File: src/verilog/rsss_pkg.sv
package rsss_pkg;

   // ****************************************
   // Widths and constants
   // ****************************************
   localparam int unsigned DATA_W    = 8;
   localparam int unsigned ADDR_W    = 8;
   localparam int unsigned BITSEL_W  = 3;
   localparam logic [7:0]  ALL_ONES  = 8'hFF;
   localparam logic [7:0]  ONE_BYTE  = 8'h01;
   localparam logic [7:0]  ZERO_BYTE = 8'h00;
   localparam logic [7:0]  WORK_RST  = 8'h00;

   // ****************************************
   // Operation codes
   // ****************************************
   typedef enum logic [3:0] {
      OP_NONE                = 4'h0,
      OP_ROTATE_RIGHT_CARRY  = 4'h1,
      OP_SUBTRACT_BORROW_W   = 4'h2,
      OP_SUBTRACT_BORROW_M   = 4'h3,
      OP_DECREMENT_SKIP_M    = 4'h4,
      OP_DECREMENT_SKIP_W    = 4'h5,
      OP_SET_MEMORY_ONES     = 4'h6,
      OP_SET_MEMORY_BIT      = 4'h7,
      OP_INCREMENT_SKIP_M    = 4'h8,
      OP_INCREMENT_SKIP_W    = 4'h9
   } rsss_op_t;

   // ****************************************
   // Sequencer states, one-hot
   // ****************************************
   typedef enum logic [2:0] {
      ST_IDLE  = 3'h1,
      ST_EXEC  = 3'h2,
      ST_DUMMY = 3'h4
   } rsss_state_t;

   // ****************************************
   // Carriers
   // ****************************************
   typedef struct packed {
      logic                valid;
      rsss_op_t            op;
      logic [BITSEL_W-1:0] bit_sel;
      logic [ADDR_W-1:0]   addr;
      logic [DATA_W-1:0]   mem_data;
   } rsss_req_t;

   typedef struct packed {
      logic carry;
      logic signed_wrap_flag;
      logic zero;
      logic half_carry_flag;
      logic chained_sign_flag;
      logic chained_zero_flag;
   } rsss_flags_t;

   localparam rsss_flags_t FLAGS_RST = 6'h00;

   typedef struct packed {
      logic              en;
      logic [ADDR_W-1:0] addr;
      logic [DATA_W-1:0] data;
   } rsss_mem_wr_t;

   localparam rsss_mem_wr_t MEM_WR_RST = 17'h00000;

endpackage : rsss_pkg

File: src/verilog/rsss_exec.sv
// Function
// - Rotate right through carry: working gets carry and mem[7:1], carry gets mem[0].
// - Rotate right to working never writes the memory byte.
// - Subtract with borrow to working: working minus memory minus inverted carry.
// - Subtract with borrow to memory: same difference written to the memory byte.
// - Subtract carry is 0 on negative result, 1 on zero or positive.
// - Subtracts update wrap, zero, half carry, carry, chained sign, chained zero.
// - Decrement skip: memory minus one written back, skip when zero.
// - A skip inserts one dummy slot that waits for a valid word, making the instruction at least three cycles.
// - Nonzero decrement or increment result continues with the next instruction.
// - Decrement skip to working: working gets memory minus one, memory kept.
// - Set ones writes all ones to memory, flags unchanged.
// - Set bit forces selected bit to one, others and flags kept.
// - Increment skip: memory plus one written back, skip when it wraps to zero.
// - Increment skip to working: working gets memory plus one, skip on zero.
module rsss_exec
   import rsss_pkg::*;
(
   // Clock and reset
   input  wire logic         clk_i,
   input  wire logic         reset_i,
   // Instruction issue from the sequencer
   input  wire rsss_req_t    req_i,
   output logic              ready_o,
   // Data memory write port
   output rsss_mem_wr_t      mem_wr_o,
   // Architectural state and sequencer feedback
   output logic [DATA_W-1:0] working_register_o,
   output rsss_flags_t       flags_o,
   output logic              skip_o,
   output logic              squash_o,
   output logic              done_o
);

   // ****************************************
   // Helpers
   // ****************************************
   // Zero test shared by the subtract flags and every skip decision
   function automatic logic is_zero(input logic [DATA_W-1:0] v);
      is_zero = (v == ZERO_BYTE);
   endfunction : is_zero

   // ****************************************
   // State
   // ****************************************
   rsss_state_t       state_ff,   nxt_state;
   logic [DATA_W-1:0] work_ff,    nxt_work;
   rsss_flags_t       flags_ff,   nxt_flags;
   rsss_mem_wr_t      wr_ff,      nxt_wr;
   logic              skip_ff,    nxt_skip;
   logic              done_ff,    nxt_done;

   logic [DATA_W-1:0] sub_diff;
   logic              sub_carry;
   logic              sub_half;
   logic              sub_wrap;
   logic [DATA_W-1:0] dec_val;
   logic [DATA_W-1:0] inc_val;
   logic              take;

   rsss_sub_unit u_sub (
      .minuend_i    (work_ff),
      .subtrahend_i (req_i.mem_data),
      .carry_i      (flags_ff.carry),
      .diff_o       (sub_diff),
      .carry_o      (sub_carry),
      .half_carry_o (sub_half),
      .wrap_o       (sub_wrap)
   );

   // ****************************************
   // Sequencer: take, execute, dummy slot
   // ****************************************
   always_comb begin
      // Busy only in EXEC; DUMMY consumes and drops the fetched instruction
      ready_o   = (state_ff != ST_EXEC);
      // Take is shared with the datapath so both groups see the same edge
      take      = req_i.valid && (state_ff == ST_IDLE);
      nxt_state = state_ff;
      case (state_ff)
         ST_IDLE: begin
            if (take) begin
               nxt_state = ST_EXEC;
            end
         end
         ST_EXEC: begin
            // Skip is decided in the taking cycle, which keeps the compare off this path
            nxt_state = skip_ff ? ST_DUMMY : ST_IDLE;
         end
         ST_DUMMY: begin
            // The instruction fetched here is swallowed without any write; the slot
            // waits for it, since an empty fetch cycle is not the skipped instruction
            if (req_i.valid) begin
               nxt_state = ST_IDLE;
            end
         end
         default: begin
            // A corrupted state code falls back to idle
            nxt_state = ST_IDLE;
         end
      endcase
   end

   always_ff @(posedge clk_i) begin
      if (reset_i) begin
         state_ff <= ST_IDLE;
      end else begin
         state_ff <= nxt_state;
      end
   end

   // ****************************************
   // Datapath: results of the taken instruction
   // ****************************************
   always_comb begin
      dec_val   = req_i.mem_data - ONE_BYTE;
      inc_val   = req_i.mem_data + ONE_BYTE;
      nxt_work  = work_ff;
      nxt_flags = flags_ff;
      nxt_wr    = MEM_WR_RST;
      nxt_skip  = 1'b0;
      nxt_done  = 1'b0;
      // Results are formed only in the taking cycle
      case (state_ff)
         ST_IDLE: begin
            if (take) begin
               nxt_done    = 1'b1;
               nxt_wr.addr = req_i.addr;
               case (req_i.op)
                  OP_ROTATE_RIGHT_CARRY: begin
                     nxt_work        = {flags_ff.carry, req_i.mem_data[7:1]};
                     nxt_flags.carry = req_i.mem_data[0];
                     nxt_wr.en       = 1'b0;
                  end
                  OP_SUBTRACT_BORROW_W, OP_SUBTRACT_BORROW_M: begin
                     if (req_i.op == OP_SUBTRACT_BORROW_W) begin
                        nxt_work = sub_diff;
                     end else begin
                        nxt_wr.en   = 1'b1;
                        nxt_wr.data = sub_diff;
                     end
                     nxt_flags.carry             = sub_carry;
                     nxt_flags.signed_wrap_flag  = sub_wrap;
                     nxt_flags.zero              = is_zero(sub_diff);
                     nxt_flags.half_carry_flag   = sub_half;
                     nxt_flags.chained_sign_flag = sub_diff[7] ^ sub_wrap;
                     // Chained zero holds only while every chained byte was zero
                     nxt_flags.chained_zero_flag = is_zero(sub_diff)
                                                   & flags_ff.chained_zero_flag;
                  end
                  OP_DECREMENT_SKIP_M: begin
                     nxt_wr.en   = 1'b1;
                     nxt_wr.data = dec_val;
                     nxt_skip    = is_zero(dec_val);
                  end
                  OP_DECREMENT_SKIP_W: begin
                     nxt_work = dec_val;
                     nxt_skip = is_zero(dec_val);
                  end
                  OP_SET_MEMORY_ONES: begin
                     nxt_wr.en   = 1'b1;
                     nxt_wr.data = ALL_ONES;
                  end
                  OP_SET_MEMORY_BIT: begin
                     nxt_wr.en                   = 1'b1;
                     nxt_wr.data                 = req_i.mem_data;
                     nxt_wr.data[req_i.bit_sel]  = 1'b1;
                  end
                  OP_INCREMENT_SKIP_M: begin
                     nxt_wr.en   = 1'b1;
                     nxt_wr.data = inc_val;
                     nxt_skip    = is_zero(inc_val);
                  end
                  OP_INCREMENT_SKIP_W: begin
                     nxt_work = inc_val;
                     nxt_skip = is_zero(inc_val);
                  end
                  default: begin
                     // Unknown codes retire with no effect
                     nxt_wr.en = 1'b0;
                  end
               endcase
            end
         end
         default: begin
            // EXEC and DUMMY hold working and flags; write port, skip and done return to idle
            nxt_wr = MEM_WR_RST;
         end
      endcase
   end

   // ****************************************
   // Registers
   // ****************************************
   // Write port, skip and done default to idle, so each is a single-cycle pulse
   always_ff @(posedge clk_i) begin
      if (reset_i) begin
         work_ff  <= WORK_RST;
         flags_ff <= FLAGS_RST;
         wr_ff    <= MEM_WR_RST;
         skip_ff  <= 1'b0;
         done_ff  <= 1'b0;
      end else begin
         work_ff  <= nxt_work;
         flags_ff <= nxt_flags;
         wr_ff    <= nxt_wr;
         skip_ff  <= nxt_skip;
         done_ff  <= nxt_done;
      end
   end

   // ****************************************
   // Outputs
   // ****************************************
   assign mem_wr_o           = wr_ff;
   assign working_register_o = work_ff;
   assign flags_o            = flags_ff;
   assign skip_o             = skip_ff;
   assign done_o             = done_ff;
   // Combinational so the fetch side can drop the word in the same cycle
   assign squash_o           = (state_ff == ST_DUMMY) && req_i.valid;

endmodule : rsss_exec

File: src/verilog/rsss_sub_unit.sv
module rsss_sub_unit
   import rsss_pkg::*;
(
   // Operands
   input  wire logic [DATA_W-1:0] minuend_i,
   input  wire logic [DATA_W-1:0] subtrahend_i,
   input  wire logic              carry_i,
   // Results
   output logic      [DATA_W-1:0] diff_o,
   output logic                   carry_o,
   output logic                   half_carry_o,
   output logic                   wrap_o
);

   logic [DATA_W:0] wide;
   logic [4:0]      low;

   always_comb begin
      // Borrow in is the complement of carry
      wide         = {1'b0, minuend_i} - {1'b0, subtrahend_i} - {8'h00, ~carry_i};
      low          = {1'b0, minuend_i[3:0]} - {1'b0, subtrahend_i[3:0]} - {4'h0, ~carry_i};
      diff_o       = wide[DATA_W-1:0];
      // Carry means no borrow: result was zero or positive
      carry_o      = ~wide[DATA_W];
      half_carry_o = ~low[4];
      wrap_o       = (minuend_i[7] != subtrahend_i[7]) && (wide[7] != minuend_i[7]);
   end

endmodule : rsss_sub_unit

File: config.mk
export PLATFORM = sky130hd
export DESIGN_NAME = rsss_exec
export DESIGN_NICKNAME = d
export VERILOG_FILES = /design/src/verilog/rsss_pkg.sv /design/src/verilog/rsss_exec.sv /design/src/verilog/rsss_sub_unit.sv
export SDC_FILE = /design/constraint.sdc
export NUM_CORES = 1
export LEC_CHECK = 0
export ABC_CLOCK_PERIOD_IN_PS = 4900
export BUFFER_PORTS_ARGS = -buffer_cell sky130_fd_sc_hd__buf_2
export CAP_MARGIN = 20
export CORE_MARGIN = 3
export CORE_UTILIZATION = 55
export CTS_BUF_LIST = sky130_fd_sc_hd__clkbuf_8 sky130_fd_sc_hd__clkbuf_16
export DETAILED_ROUTE_END_ITERATION = 10
export PLACE_DENSITY = 0.91
export SYNTH_ARGS = -nofsm -noshare
export SYNTH_HDL_FRONTEND = slang
export SYNTH_SLANG_ARGS = --single-unit
File: constraint.sdc
create_clock -name clk_i -period 4.9 [get_ports clk_i]
set_input_delay 0.98 -clock clk_i [delete_from_list [all_inputs] [get_ports clk_i]]
set_output_delay 0.98 -clock clk_i [all_outputs]
set_load 0.005 [all_outputs]
Word-level counts from Yosys, hierarchy flattened
Index checks and enable logic that the tools add are counted.

word-level totals
  bits in read-only memories = 0
  register bits after elaboration = 36
  bits in latches = 0
  input bits = 26
  memories kept = 0
  output and inout port bits = 35
  logic and storage cells = 81
  memory bits (writable) = 0

cells by class
  $mul = 0
  shift-type cells = 0
  bitwise logic cells = 8
  order comparisons = 2
  equality and inequality tests = 18
  divide/modulo/power cells = 0
  add/sub/neg operators = 6
  multiplexer cells = 15
  reduce and logical (&&, ||, !) cells = 19

operator list
  operator             number
  $pmux 8 s5           1
  $pmux 8 s4           1
  $logic_not 8->1      3
  $eq 4x3->1 const B   4
  $mux 8               2
  $mux 3               3
  $pmux 3 s3           1
  $sub 8x8->9          1
  $sub 9x1->9          1
  $add 8x1->8 const B  1
  $eq 4x2->1 const B   2
  $eq 4x4->1 const B   2
  $or 8x8->8           1
  $reduce_or 2->1      4
  $sub 8x1->8 const B  1
  $ne 2x2->1 const B   3
  $pmux 1 s2           3
  $reduce_and 3->1     2
  $not 1->1            5
  $sub 4x4->5          1
  $sub 5x1->5          1
  $eq 4x1->1 const B   1
  $logic_and 1x1->1    4
  $lt 3x4->1 const B   1
  16 further kinds     19

Longest topological paths before layout
  depth in word-level cells = 6
  depth in mapped cells = 10

Hierarchy
Synthesis repeated with hierarchy kept, for this count alone.

second synthesis, totals
  cell total of the unflattened synthesis = 345
  area total of the unflattened synthesis = 2736.4 sq um

by module, submodules not included
  module         times used  area each (sq um)  cells each
  rsss_exec      1           2164.6             269
  rsss_sub_unit  1           571.8              76

Worst setup path before layout
No wires, ideal clock.

  path kind = input -> register
  from = input port req_i[0] in the netlist's numbering
  to = register flags_ff (netlist bit flags_o[0])
  cell stages on the path = 9
  arrival = 2.820 ns
  setup slack = 2.007 ns
  data required time = 4.827 ns
  path buffers = 0
  cells stage by stage = fa_1 -> inv_1 -> ha_1 -> o21ai_0 -> a21boi_0 -> mux2_2 -> nor3_1 -> a21oi_1 -> nor3b_2

on the way
  cells in the longest elaborated chain, start to end = 4

ends and longest elaborated chain
  what                  RTL line             source
  start, declared       rsss_exec.sv:23      input wire rsss_req_t req_i,
  $sub 8x8->9           rsss_sub_unit.sv:20  wide = {1'b0, minuend_i} - {1'b0, subtrahend_i} - {8'h00, ~carry_i};
  $sub 9x1->9           rsss_sub_unit.sv:20
  $logic_not 8->1       rsss_exec.sv:40      is_zero = (v == ZERO_BYTE);
  $and 1x1->1           rsss_exec.sv:149     & flags_ff.chained_zero_flag;
  end signal, assigned  rsss_exec.sv:205     flags_ff <= nxt_flags;
  end, declared         rsss_exec.sv:48      rsss_flags_t flags_ff, nxt_flags;

No other way between the ends.
A chain may end at the register's enable or synchronous reset.

Final worst setup path
  from = input port req_i[0] in the netlist's numbering
  to = register flags_ff (netlist bit flags_o[3])

on the way
  cells in the longest elaborated chain, start to end = 3

ends and longest elaborated chain
  what             RTL line
  $sub 8x8->9      rsss_sub_unit.sv:20
  $sub 9x1->9      rsss_sub_unit.sv:20
  $logic_not 8->1  rsss_exec.sv:40

No other way between the ends.

==> results.md <==
Status:
- The flow ran to the end, and the final reports show no timing, DRC or antenna violations.

Synthesis:
- After synthesis, the share of flip-flops with an asynchronous set or reset is 0%.
- In this run, synthesis inferred 0 flip-flops with an integrated enable.
- The number of nets handed over by synthesis was 378.
- The number of distinct standard cells referenced by the synthesized netlist is 61.
- The total standard cell area after synthesis is 0.002615 mm².
- A synthesized cell averages 7.853 µm².
- Synthesis produced a netlist whose cell count is 333.
- The share of the Yosys chip area taken by registers is 27.56%.
- The most instantiated flip-flop cell in the synthesis netlist is sky130_fd_sc_hd__dfxtp_1.
- The total of flip-flops plus latches after synthesis is 36.
- During synthesis, Yosys emitted a total of 0 warnings.

Timing:
- Headroom to the max-slew limit came out at 49.92%.
- The setup clock skew after layout is 0.005475 ns.
- The final critical-path setup slack is 1.809 ns.
- The final hold violation count is 0.
- The highest attainable clock frequency is 323.5 MHz.
- The share of the clock period used by the worst path after layout is 63.09%.
- The count of final max-slew check failures was 0.
- The aggregate negative setup slack is 0 ns.
- Setup repair after global routing left no endpoint under its margin.
- For the pin with the worst max-slew slack, the measured transition is 0.7455 ns.
- Across all hold checks on the routed design, the worst slack comes to 0.4478 ns.
- Setup violations remaining at the end of the flow were counted as 0.
- The time the final worst path needs with I/O delays and setup is 3.091 ns.

Min path:
- The startpoint identified for the worst hold timing path is flags_o[1]$_SDFFE_PP0P_.
- The path class of the tightest hold or removal check is flip-flop to flip-flop.
- The worst hold path stage count is 2.
- The worst hold path terminates at flags_o[1]$_SDFFE_PP0P_.

Routing:
- In this run the remaining antenna-violating nets after routing total 0.
- The number of DRC violations after detailed routing is 0.
- The routed length per instance is 16.31 µm.
- For this block, the initial DRC count from the detailed router was 222.
- The number of vias after detailed routing is 2,713.
- The routed wire length is 7.144 mm.
- For this run, the detailed router's first-pass iteration total came to 5.
- Dividing the detail-routed via count by the number of cells gives 6.194.

Global route:
- The total overflow left after global routing is 0.
- The global router's overall resource usage is 26.57%.
- The pin count of the biggest net entering global routing is 19.
- The initial antenna violation count was 0.
- The via count of the first global-routing pass is 2,459.
- The first global-routing pass estimated 11.61 mm of wire.

Finish:
- The area of all placed cells without fillers is 0.003010 mm².
- In the layout the commonest cells are 60 x sky130_fd_sc_hd__buf_2, 36 x sky130_fd_sc_hd__dfxtp_1, 32 x sky130_fd_sc_hd__inv_1.
- The library cell used most frequently in the layout, excluding fill and tap cells, is sky130_fd_sc_hd__buf_2.
- From synthesis to final layout, the design area changed by 15.12%.
- The final-stage net count is 430.
- The repair_antennas step left the layout with diodes totalling 0.
- In the final layout, the share of cells above drive strength 1 is 21.24%.

Floorplan:
- The x dimension of the die is 74.96 µm.
- Once the floorplan was initialized, standard cells occupied 58.45% of the core.
- The die footprint is 0.005618 mm².
- The core region is 0.004474 mm².
- The chip height is 74.96 µm.
- In this run the core area contains 24 standard-cell rows.
- The number of ports placed on the die boundary is 61.

Critical path:
- Measured in cells, the most critical reg-to-reg path has a length of 10.
- The worst reg2reg path endpoint is flags_o[3]$_SDFFE_PP0P_.
- STA classifies the critical path endpoint as a flip-flop.
- The family with the most delay on the worst path is adder cells.
- The number of buffer and inverter instances along the worst setup path is 2.
- On the worst path, the slowest cell contributes a delay of 0.59 ns.
- Among all stages on the critical path, the largest delay is contributed by sky130_fd_sc_hd__fa_1.
- The source of the worst register-to-register timing path is flags_o[5]$_SDFFE_PP0P_.
- Of all nets on the critical path, the largest fanout is 9.
- The signal on the critical path passes through buf_2 -> fa_1 -> inv_1 -> ha_1 -> o21ai_0 -> a21boi_0 -> mux2_2 -> nor3_1 -> nand4_1 -> a21oi_1.
- The setup check on the worst reg-to-reg path leaves a slack of 2.27 ns.
- For the worst setup path, the data required time is 5.11 ns.
- The kind of launch point of the worst setup path is an input port.
- At the worst endpoint, the arrival time is 3.30 ns.
- The critical path in this run is classified as input port to flip-flop.

Clocking:
- The TritonCTS clock tree is built.
- The number of gates resized after cts is 0.
- The clock-pin transition on the worst setup and hold timing paths is 0.07 ns.
- The post-CTS setup buffer count is 0.
- Hold repair after CTS inserted 0 buffers.
- CTS built an H-tree with a depth of 2.
- The clock latency of the later-clocked register in the worst-skew pair is 0.29 ns.
- The root cell of the clock tree is sky130_fd_sc_hd__clkbuf_8.
- The number of CTS-inserted buffers is 5.
- The TritonCTS sink count is 36.
- No sink is reached through more buffers than the 2 on the longest clock path.

Power:
- The worst ir drop on vdd is 0.1258 mV.
- Power spread over the standard cell area amounts to 260.4 mW/mm².
- The static leakage power is 1.339 nW.

Placement:
- The post-placement worst setup slack is 1.571 ns.
- The placed instance area is 0.002899 mm².
- The global placement routability congestion is 1.020.
- The wire-length estimate of the detail-placed layout is 5.586 mm.
- The count of input and output buffers is 60.

Job:
- Across the run, the number of max-cap violations was 0.
==> final cells by class <==
type / count / area, µm²
clock buffers: 5 / 68.82
clock inverters: 3 / 42.54
fillers: 383 / 1464
inverters: 32 / 120.1
multi-input cells: 250 / 1693
flip-flops and latches: 36 / 720.7
well taps: 52 / 65.06
repair buffers: 60 / 300.3
==> synth_stat cells, types with 4 or more instances <==
master / instances / share of area, %
sky130_fd_sc_hd__nand2_1: 24 / 3.4
sky130_fd_sc_hd__dfxtp_1: 36 / 28
sky130_fd_sc_hd__inv_1: 32 / 4.6
sky130_fd_sc_hd__or3_1: 4 / 0.96
sky130_fd_sc_hd__a221oi_1: 9 / 3.0
sky130_fd_sc_hd__o21ai_0: 14 / 2.7
sky130_fd_sc_hd__a21oi_1: 16 / 3.1
sky130_fd_sc_hd__nor3_1: 10 / 1.9
sky130_fd_sc_hd__nand3_1: 11 / 2.1
sky130_fd_sc_hd__nand3b_1: 5 / 1.4
sky130_fd_sc_hd__o22ai_1: 4 / 0.96
sky130_fd_sc_hd__clkbuf_1: 5 / 0.72
sky130_fd_sc_hd__nor2b_1: 5 / 1.2
sky130_fd_sc_hd__nor2_1: 31 / 4.4
sky130_fd_sc_hd__a211oi_1: 10 / 2.9
sky130_fd_sc_hd__xnor2_1: 8 / 2.7
sky130_fd_sc_hd__nand2b_1: 6 / 1.4
sky130_fd_sc_hd__xor2_1: 11 / 3.7
sky130_fd_sc_hd__buf_2: 5 / 0.96
sky130_fd_sc_hd__and2_1: 8 / 1.9
sky130_fd_sc_hd__a31oi_1: 6 / 1.4
sky130_fd_sc_hd__ha_1: 17 / 8.1
==> sequential cells by signal, indices dropped and copies added, names as in the netlist <==
name	count
mem_wr_o	17
working_register_o	8
flags_o	6
state_ff	3
done_o	1
skip_o	1
==> cells by family (layout without fill, tap and decap cells) <==
kind of cell             count (synthesis)  after routing  synth area share, %
AO/OA/AOI/OAI                           81             81                21.58
AND/OR/NAND/NOR                        130            130                26.70
XOR/XNOR                                19             19                6.364
buffers and inverters                   47            100                7.703
adder cells (fa/ha/maj)                 19             19                9.665
flip-flops                              36             36                27.56
multiplexers                             1              1               0.4306
==> layer usage <==
layer	wire length [µm]	GRT usage (%)
met1	2974	35.21
met2	3313	43.23
met3	687	5.207
met4	168	8.893
met5	0	0
==> where the power goes <==
part	total (mW)	internal [mW]	switching [mW]
Clock	0.259	0.150	0.109
Sequential	0.308	0.302	0.00583
Combinational	0.217	0.0819	0.135
Total	0.784	0.534	0.250
==> worst max path at each step <==
stage	startpoint	cells after the start	slack [ns]	endpoint
after floorplan	req_i[0]	9	2.01	flags_o[0]$_SDFFE_PP0P_
after global placement	req_i[4]	10	1.64	flags_o[3]$_SDFFE_PP0P_
after detailed placement	req_i[4]	10	1.57	flags_o[3]$_SDFFE_PP0P_
after CTS	req_i[0]	10	1.86	flags_o[3]$_SDFFE_PP0P_
after global routing	req_i[0]	10	1.61	flags_o[3]$_SDFFE_PP0P_
final	req_i[0]	10	1.81	flags_o[3]$_SDFFE_PP0P_
==> worst register-to-register path: cells and delay by family, from the launching register on <==
kind	cells	cell delay [ns]
muxes	1	0.33
adders and majority gates	2	0.71
and+or+nand+nor	2	0.36
buffers and inverters	2	0.16
DFF	1	0.37
AOI/OAI and AO/OA	3	0.63
==> per-stage QoR <==
| step | power, mW | cells | utilization (%) |
|---|---|---|---|
| floorplan | 0.4658 | 333 | - |
| global placement | 0.5217 | 430 | 64.79 |
| detailed placement | 0.5252 | 430 | 64.79 |
| CTS | 0.7860 | 438 | 67.28 |
| global route | 0.8260 | 438 | 67.28 |
| finish | 0.7839 | 438 | 67.28 |
No activity file was read; power rests on OpenSTA's default activity.
